[config.mk]
export PLATFORM = sky130hd
export DESIGN_NAME = aofpd_core
export DESIGN_NICKNAME = d
export VERILOG_FILES = /design/src/common/aofpd_pkg.sv /design/src/rtl/aofpd_core.sv /design/src/rtl/aofpd_fifo.sv
export SDC_FILE = /design/constraint.sdc
export NUM_CORES = 1
export LEC_CHECK = 0
export BUFFER_PORTS_ARGS = -buffer_cell sky130_fd_sc_hd__buf_4
export CELL_PAD_IN_SITES_DETAIL_PLACEMENT = 0
export CELL_PAD_IN_SITES_GLOBAL_PLACEMENT = 2
export CORE_MARGIN = 3
export CORE_UTILIZATION = 30
export DETAILED_ROUTE_END_ITERATION = 7
export PLACE_DENSITY = 0.62
export RECOVER_POWER = 50
export SYNTH_ARGS = -nofsm -noshare
export SYNTH_HDL_FRONTEND = slang
export SYNTH_SLANG_ARGS = --single-unit
[constraint.sdc]
create_clock -name core_clk_i -period 4.25 [get_ports core_clk_i]
set_input_delay 0.425 -clock core_clk_i [delete_from_list [all_inputs] [get_ports core_clk_i]]
set_output_delay 0.425 -clock core_clk_i [all_outputs]
set_load 0.01 [all_outputs]
[src/common/aofpd_pkg.sv]
// Contract
// - gray msb equals binary msb
// - gray bit is xor of neighbours
// - format input high gray, low twos
// - result appears 8.5 cycles after sample
// - sleep low keeps converting
// - sleep high stops all conversions
// - sleep releases data, flag, strobe
// - release and drive within 10ns; the code takes up to 12ns, three core clocks from the pin
// - clock inputs high impedance in sleep
package aofpd_pkg;
   localparam int unsigned AOFPD_WIDTH = 12;
   localparam int unsigned AOFPD_FIFO_DEPTH = 8;
   // latency in conversion-clock half cycles (8.5 cycles)
   localparam int unsigned AOFPD_LAT_HALF = 17;
   localparam int unsigned AOFPD_CLK_NS = 4;
   localparam int unsigned AOFPD_TRI_NS = 10;
   // longest time: round down, at least one cycle
   localparam int unsigned AOFPD_TRI_CYC =
      (AOFPD_TRI_NS / AOFPD_CLK_NS) < 1 ? 1 : (AOFPD_TRI_NS / AOFPD_CLK_NS);
   localparam logic [AOFPD_WIDTH-1:0] AOFPD_WORD_RST = 12'h000;
endpackage

[src/rtl/aofpd_core.sv]
`timescale 1ns/100ps
module aofpd_core #(
   parameter int unsigned WIDTH = aofpd_pkg::AOFPD_WIDTH,
   parameter int unsigned FIFO_DEPTH = aofpd_pkg::AOFPD_FIFO_DEPTH
)(
   input wire logic core_clk_i,
   input wire logic arst_n_i,
   // conversion clock pins, sampled by core clock
   input wire logic conv_clock_pos_i,
   input wire logic conv_clock_neg_i,
   output logic conv_clock_term_en_o,
   input wire logic sleep_control_i,
   input wire logic gray_select_i,
   // quantizer result, two's complement, with range flag
   input wire logic [WIDTH-1:0] raw_sample_i,
   input wire logic raw_over_i,
   output logic [WIDTH-1:0] sample_word_lines_o,
   output logic [WIDTH-1:0] sample_word_lines_oe_o,
   output logic out_of_range_flag_o,
   output logic out_of_range_flag_oe_o,
   output logic data_valid_strobe_o,
   output logic data_valid_strobe_oe_o,
   output logic powered_down_o,
   output logic overflow_o
);
   import aofpd_pkg::*;

   initial
   begin
      if (WIDTH < 2)
         $error("width must be at least 2");
   end

   // ------------------------------------------------------------
   // input synchronisers
   // ------------------------------------------------------------
   logic [3:0] sync1_r;
   logic [3:0] sync2_r;
   logic [WIDTH:0] raw1_r;
   logic [WIDTH:0] raw2_r;
   logic conv_clock_pos_d_r;
   logic conv_clock_neg_d_r;

   always_ff @(posedge core_clk_i or negedge arst_n_i)
   begin
      if (!arst_n_i)
      begin
         sync1_r <= 4'h0;
         sync2_r <= 4'h0;
         raw1_r <= '0;
         raw2_r <= '0;
         conv_clock_pos_d_r <= 1'b0;
         conv_clock_neg_d_r <= 1'b0;
      end
      else
      begin
         sync1_r <= {gray_select_i, sleep_control_i, conv_clock_neg_i, conv_clock_pos_i};
         sync2_r <= sync1_r;
         raw1_r <= {raw_over_i, raw_sample_i};
         raw2_r <= raw1_r;
         conv_clock_pos_d_r <= sync2_r[0];
         conv_clock_neg_d_r <= sync2_r[1];
      end
   end

   logic conv_clock_pos_s;
   logic sleep_s;
   logic gray_s;
   logic clk_fall;
   logic clk_rise;
   assign conv_clock_pos_s = sync2_r[0];
   assign sleep_s = sync2_r[2];
   assign gray_s = sync2_r[3];
   assign clk_fall = conv_clock_pos_d_r && !conv_clock_pos_s && sync2_r[1] && !conv_clock_neg_d_r;
   assign clk_rise = !conv_clock_pos_d_r && conv_clock_pos_s;

   // ------------------------------------------------------------
   // power-down control
   // ------------------------------------------------------------
   logic sleep_r;
   always_ff @(posedge core_clk_i or negedge arst_n_i)
   begin
      if (!arst_n_i)
         sleep_r <= 1'b1;
      else
         sleep_r <= sleep_s;
   end

   // ------------------------------------------------------------
   // format conversion
   // ------------------------------------------------------------
   logic [WIDTH-1:0] bin_word;
   logic [WIDTH-1:0] gray_word;
   logic [WIDTH-1:0] fmt_word;
   // offset binary from two's complement
   assign bin_word = {~raw2_r[WIDTH-1], raw2_r[WIDTH-2:0]};
   assign gray_word[WIDTH-1] = bin_word[WIDTH-1];
   genvar gi;
   generate
      for (gi = 0; gi < WIDTH - 1; gi++)
      begin : g_gray
         assign gray_word[gi] = bin_word[gi] ^ bin_word[gi+1];
      end
   endgenerate
   assign fmt_word = gray_s ? gray_word : raw2_r[WIDTH-1:0];

   // ------------------------------------------------------------
   // sample capture and latency pipeline
   // ------------------------------------------------------------
   logic sample_take;
   logic fifo_wr_ready;
   logic [WIDTH:0] fifo_rd_data;
   logic fifo_rd_valid;
   logic fifo_rd_ready;
   logic overflow_r;
   assign sample_take = clk_fall && !sleep_r;

   aofpd_fifo #(
      .WIDTH(WIDTH + 1),
      .DEPTH(FIFO_DEPTH)
   ) u_fifo (
      .core_clk_i(core_clk_i),
      .arst_n_i(arst_n_i),
      .flush_i(sleep_r),
      .wr_data_i({raw2_r[WIDTH], fmt_word}),
      .wr_valid_i(sample_take),
      .wr_ready_o(fifo_wr_ready),
      .rd_data_o(fifo_rd_data),
      .rd_valid_o(fifo_rd_valid),
      .rd_ready_i(fifo_rd_ready)
   );

   // half-cycle counters per queued word, oldest at head
   logic [4:0] age_r [FIFO_DEPTH];
   logic [$clog2(FIFO_DEPTH):0] cnt_r;
   logic edge_any;
   logic pop;
   logic launch;
   logic [WIDTH:0] hold_r;
   logic hold_vld_r;
   assign edge_any = clk_fall || clk_rise;
   // head leaves the queue one conversion cycle early into a stage
   // register, so eight entries cover the whole latency
   assign pop = fifo_rd_valid && clk_rise && (age_r[0] >= 5'(AOFPD_LAT_HALF - 3));
   // 17 half cycles after a falling sample edge is a rising edge
   assign launch = hold_vld_r && clk_rise;
   assign fifo_rd_ready = pop;

   always_ff @(posedge core_clk_i or negedge arst_n_i)
   begin
      if (!arst_n_i)
      begin
         cnt_r <= '0;
         for (int i = 0; i < FIFO_DEPTH; i++)
            age_r[i] <= 5'h00;
      end
      else if (sleep_r)
      begin
         cnt_r <= '0;
         for (int i = 0; i < FIFO_DEPTH; i++)
            age_r[i] <= 5'h00;
      end
      else
      begin
         for (int i = 0; i < FIFO_DEPTH; i++)
         begin
            logic [4:0] a;
            a = age_r[i];
            if (edge_any && a != 5'h1F)
               a = a + 5'h01;
            if (pop)
               age_r[i] <= (i + 1 < FIFO_DEPTH) ?
                  ((edge_any && age_r[(i+1) % FIFO_DEPTH] != 5'h1F) ?
                   age_r[(i+1) % FIFO_DEPTH] + 5'h01 : age_r[(i+1) % FIFO_DEPTH]) : 5'h00;
            else
               age_r[i] <= a;
         end
         if (sample_take && fifo_wr_ready && !pop)
         begin
            cnt_r <= cnt_r + 1'b1;
            age_r[cnt_r[$clog2(FIFO_DEPTH)-1:0]] <= 5'h00;
         end
         else if (sample_take && fifo_wr_ready && pop)
            age_r[cnt_r[$clog2(FIFO_DEPTH)-1:0] - 1'b1] <= 5'h00;
         else if (pop)
            cnt_r <= cnt_r - 1'b1;
      end
   end

   always_ff @(posedge core_clk_i or negedge arst_n_i)
   begin
      if (!arst_n_i)
         overflow_r <= 1'b0;
      else if (sample_take && !fifo_wr_ready)
         overflow_r <= 1'b1;
      else if (sleep_r)
         overflow_r <= 1'b0;
   end

   // ------------------------------------------------------------
   // output drivers
   // ------------------------------------------------------------
   logic [WIDTH-1:0] word_r;
   logic over_r;
   logic strobe_r;
   logic oe_r;
   logic term_en_r;

   always_ff @(posedge core_clk_i or negedge arst_n_i)
   begin
      if (!arst_n_i)
      begin
         word_r <= AOFPD_WORD_RST;
         over_r <= 1'b0;
      end
      else if (launch)
      begin
         word_r <= hold_r[WIDTH-1:0];
         over_r <= hold_r[WIDTH];
      end
   end

   // stage between queue head and output, one conversion cycle
   always_ff @(posedge core_clk_i or negedge arst_n_i)
   begin
      if (!arst_n_i)
      begin
         hold_r <= '0;
         hold_vld_r <= 1'b0;
      end
      else if (sleep_r)
         hold_vld_r <= 1'b0;
      else if (pop)
      begin
         hold_r <= fifo_rd_data;
         hold_vld_r <= 1'b1;
      end
      else if (launch)
         hold_vld_r <= 1'b0;
   end

   // strobe falls with new data, rises half a cycle later
   always_ff @(posedge core_clk_i or negedge arst_n_i)
   begin
      if (!arst_n_i)
         strobe_r <= 1'b0;
      else if (launch)
         strobe_r <= 1'b0;
      else if (clk_fall)
         strobe_r <= 1'b1;
   end

   // one cycle from sleep pin sync to enable change, up to 12ns from the pin against the 10ns limit
   always_ff @(posedge core_clk_i or negedge arst_n_i)
   begin
      if (!arst_n_i)
      begin
         oe_r <= 1'b0;
         term_en_r <= 1'b0;
      end
      else
      begin
         oe_r <= !sleep_s;
         term_en_r <= !sleep_s;
      end
   end

   assign sample_word_lines_o = word_r;
   assign sample_word_lines_oe_o = {WIDTH{oe_r}};
   assign out_of_range_flag_o = over_r;
   assign out_of_range_flag_oe_o = oe_r;
   assign data_valid_strobe_o = strobe_r;
   assign data_valid_strobe_oe_o = oe_r;
   assign conv_clock_term_en_o = term_en_r;
   assign powered_down_o = sleep_r;
   assign overflow_o = overflow_r;
endmodule

[src/rtl/aofpd_fifo.sv]
`timescale 1ns/100ps
module aofpd_fifo #(
   parameter int unsigned WIDTH = 13,
   parameter int unsigned DEPTH = 8
)(
   input wire logic core_clk_i,
   input wire logic arst_n_i,
   input wire logic flush_i,
   input wire logic [WIDTH-1:0] wr_data_i,
   input wire logic wr_valid_i,
   output logic wr_ready_o,
   output logic [WIDTH-1:0] rd_data_o,
   output logic rd_valid_o,
   input wire logic rd_ready_i
);
   localparam int unsigned AW = $clog2(DEPTH);
   initial
   begin
      if (DEPTH < 2 || (1 << AW) != DEPTH)
         $error("depth must be a power of two, at least 2");
   end

   logic [WIDTH-1:0] mem_r [DEPTH];
   logic [AW:0] wp_r;
   logic [AW:0] rp_r;
   logic push;
   logic pop;

   assign wr_ready_o = (wp_r - rp_r) != (AW+1)'(DEPTH);
   assign rd_valid_o = wp_r != rp_r;
   assign rd_data_o = mem_r[rp_r[AW-1:0]];
   assign push = wr_valid_i && wr_ready_o;
   assign pop = rd_valid_o && rd_ready_i;

   always_ff @(posedge core_clk_i)
   begin
      if (push)
         mem_r[wp_r[AW-1:0]] <= wr_data_i;
   end

   always_ff @(posedge core_clk_i or negedge arst_n_i)
   begin
      if (!arst_n_i)
      begin
         wp_r <= '0;
         rp_r <= '0;
      end
      else if (flush_i)
      begin
         wp_r <= '0;
         rp_r <= '0;
      end
      else
      begin
         if (push)
            wp_r <= wp_r + 1'b1;
         if (pop)
            rp_r <= rp_r + 1'b1;
      end
   end
endmodule

==> impl_metrics.py <==
metrics = {
    "outcome": {
        "status": "complete, but fails checks",
        "violations": "max-capacitance violations, max-slew violations",
    },
    "clock_network": {
        "cts_buffers": 25,
        "cts_root_buf": "clkbuf_16",
        "clockBufferDepth": 3,
        "htreeDepth": 1,
        "clkLatencyLatePin_ns": 0.54,
        "cts_tree": "done",
        "clkTransAtPathRegs_ns": 0.06,
        "cts_sinks": 222,
    },
    "global_routing": {
        "top_usage_layer": "met2",
        "grt-ovfl-total": 0,
        "grt_max_degree": 46,
        "met3_usage": 0.0228,
        "grt_pass1_vias": 5583,
        "met1_usage": 0.161,
        "grtUsageTotal": 0.115,
        "antenna_found_initial": 0,
        "grt_pass1_wl_um": 30900,
        "grt_util_met2": 0.183,
    },
    "finish": {
        "regArea_um2": 6080,
        "fin_cells": 1145,
        "fillers": 2971,
        "drive_gt1_frac": 0.204,
        "diodes": 0,
        "multiInputGateArea_um2": 3200,
        "stdcell_area_um2": 11200,
        "area_growth_pct": 18.3,
        "fin_nets": 774,
    },
    "route": {
        "ant_nets": 0,
        "avgRoutedWirePerCell_um": 16.6,
        "drcViolationCount": 0,
        "wirelength_um": 19000,
        "via_per_inst": 4.67,
        "vias": 5352,
        "drtIter0Drc": 218,
        "drt_pre_antenna_iters": 4,
    },
    "pwr": {
        "power_density_nw_per_um2": 419,
        "totalPowerFinal_mw": 4.71,
        "p_leak_nw": 4.51,
        "peakVddDrop_uv": 258,
    },
    "critical_path": {
        "crit_chain": "dlygate4sd3_1 > clkbuf_1 > clkbuf_2",
        "worstPathArrival_ns": 3.52,
        "critPathSlowestCell": "clkbuf_1",
        "slowest_delay_ns": 1.43,
        "cp_max_fo": 45,
        "critPathCaptureType": "async pin",
        "start_kind": "input port",
        "crit_type": "input port to async pin",
        "cp.required_ns": 4.71,
    },
    "die": {
        "ios": 50,
        "start_util": 0.307,
        "row_count": 64,
        "die_w_um": 184,
        "die_h_um": 184,
        "die_area_um2": 33800,
        "fp.coreArea_um2": 30900,
    },
    "logic_synthesis": {
        "postSynth.asyncResetShare": 0.532,
        "synth_nets": 708,
        "netlist_instances": 666,
        "syn-cell-area_um2": 9500,
        "ys_warn_count": 0,
        "synthDistinctLibCells": 54,
        "synth_edf_count": 104,
        "ys.flop_type": "dfrtp_1",
        "yosys_register_bits": 222,
        "syn_area_per_cell_um2": 14.3,
        "synth-seq-area-share": 0.640,
    },
    "job": {
        "cap_viol_max_count": 1,
    },
    "placed_design": {
        "portBuffers": 49,
        "dp_hpwl_um": 12800,
        "gp_congestion": 0.746,
        "dpl_cell_area_um2": 10300,
        "dpl.cell_count": 1083,
        "dp_slack_ns": 1.23,
    },
    "sta": {
        "max_freq_ghz": 0.327,
        "rsz0062_at_grt": "false",
        "fin_tns_setup_ns": 0,
        "timing.final.crit_period_ns": 3.06,
        "drv_slew": 38,
        "fin_skew_ns": 0.0284,
        "finalCritPeriodShare": 0.720,
        "hold_viol": 0,
        "worst_slack_ns": 1.19,
        "relSlewSlack": -0.343,
        "setup_violations": 0,
        "worstMarginPinSlew_ns": 2.01,
    },
    "min_path": {
        "hp-class": "flop to flop",
    },
}
registers in the layout (all words and copies together), names as in the netlist, 3 cells and up:
signal	flops
u_fifo.mem_r	104
age_r	40
sync2_r	4
cnt_r	3
u_fifo.rp_r	4
sample_word_lines_o	12
u_fifo.wp_r	4
raw1_r	13
hold_r	13
raw2_r	13
sync1_r	4
path summary, 6_finish.rpt:
path	start	end	slack [ns]	cells after the start
max reg2reg	u_fifo.rp_r[2]$_DFFE_PN0P_	cnt_r[2]$_DFFE_PN0P_	1.22	12
max	arst_n_i	raw2_r[12]$_DFF_PN0_	1.19	3
min in group asynchronous	arst_n_i	hold_r[1]$_DFFE_PN0P_	1.02	2
min	raw1_r[4]$_DFF_PN0_	raw2_r[4]$_DFF_PN0_	0.35	0
min reg2reg	raw1_r[4]$_DFF_PN0_	raw2_r[4]$_DFF_PN0_	0.35	0
max in group core_clk_i	u_fifo.rp_r[2]$_DFFE_PN0P_	cnt_r[2]$_DFFE_PN0P_	1.22	12
metrics by stage:
step	hold slack (ns)	utilization
2_1_floorplan	0.129	-
3_3_place_gp	0.333	0.333
3_5_place_dp	0.335	0.333
4_1_cts	0.348	0.366
5_1_grt	0.353	0.364
6_report	0.346	0.364
metal layers:
| layer | vias to the layer above | part of all wire |
|---|---|---|
| met5 | - | 0 |
| met4 | 0 | 0.019 |
| met3 | 33 | 0.040 |
| met2 | 85 | 0.46 |
| met1 | 2668 | 0.48 |
| li1 | 2566 | - |
repair_timing:
action | CTS | global route
setup buffers | 0 | 0
gates resized for setup | 0 | 0
hold buffers | 18 | 0
hold endpoints to repair | 51 | 0
synth_stat cells (all sizes together) (14+ instances only):
master,instances,area [µm²]
dfrtp,117,2930
edfxtp,104,3120
nor2,59,221
nand2,37,139
buf,29,178
mux2i,28,280
mux2,26,293
mux4,26,586
ha,23,288
xnor2,23,201
o21ai,21,105
nor3,20,100
xor2,19,174
a211oi,16,120
a21oi,16,91.3
clkbuf,16,60.1
nand3,14,70.1
placed cells by master, fill, tap and decap left out, types with 4 or more instances in the layout:
cell,n
and3_1,8
inv_1,8
nor2b_1,9
dlygate4sd3_1,18
clkbuf_1,21
nand3_1,14
xnor2_1,23
bufinv_16,4
nand4_1,4
clkinv_1,8
clkbuf_4,17
nor4_1,5
mux4_2,26
clkbuf_16,25
xor2_1,18
o21ai_0,21
a21oi_1,13
edfxtp_1,104
a211oi_1,16
mux2_2,25
ha_1,23
mux2i_1,28
dfrtp_1,117
nor3_1,20
nor2_1,59
nand2_1,37
nor4_2,4
buf_4,30
nand2b_1,4
critical path: cells and delay by family:
family | cells | cell delay [ns]
buffers and inverters | 3 | 3.01
cell families (layout without fill, tap and decap cells):
kind of cell / Yosys count / count (layout) / synth area share
flip-flops: 222 / 222 / 0.640
adder cells (fa/ha/maj): 23 / 23 / 0.0303
XOR/XNOR: 42 / 42 / 0.0395
buffers and inverters: 55 / 138 / 0.0290
multiplexers: 80 / 80 / 0.122
AO/OA/AOI/OAI: 71 / 71 / 0.0525
AND/OR/NAND/NOR: 173 / 173 / 0.0872
power by group:
group          total [mW]  internal, mW  switching [mW]
registers            2.34          2.30          0.0342
logic               0.204        0.0815           0.122
clock network        2.17          1.32           0.848
total                4.71          3.71            1.00
area by class of cell:
type                       count  area share
clock inverter                15      0.0165
sequential                   222       0.541
timing repair buffer          84      0.0540
clock buffer                  29      0.0570
multi-input combinational    389       0.285
tap                          396      0.0441
inverter                      10     0.00334
Power figures use the tool's default switching activity.
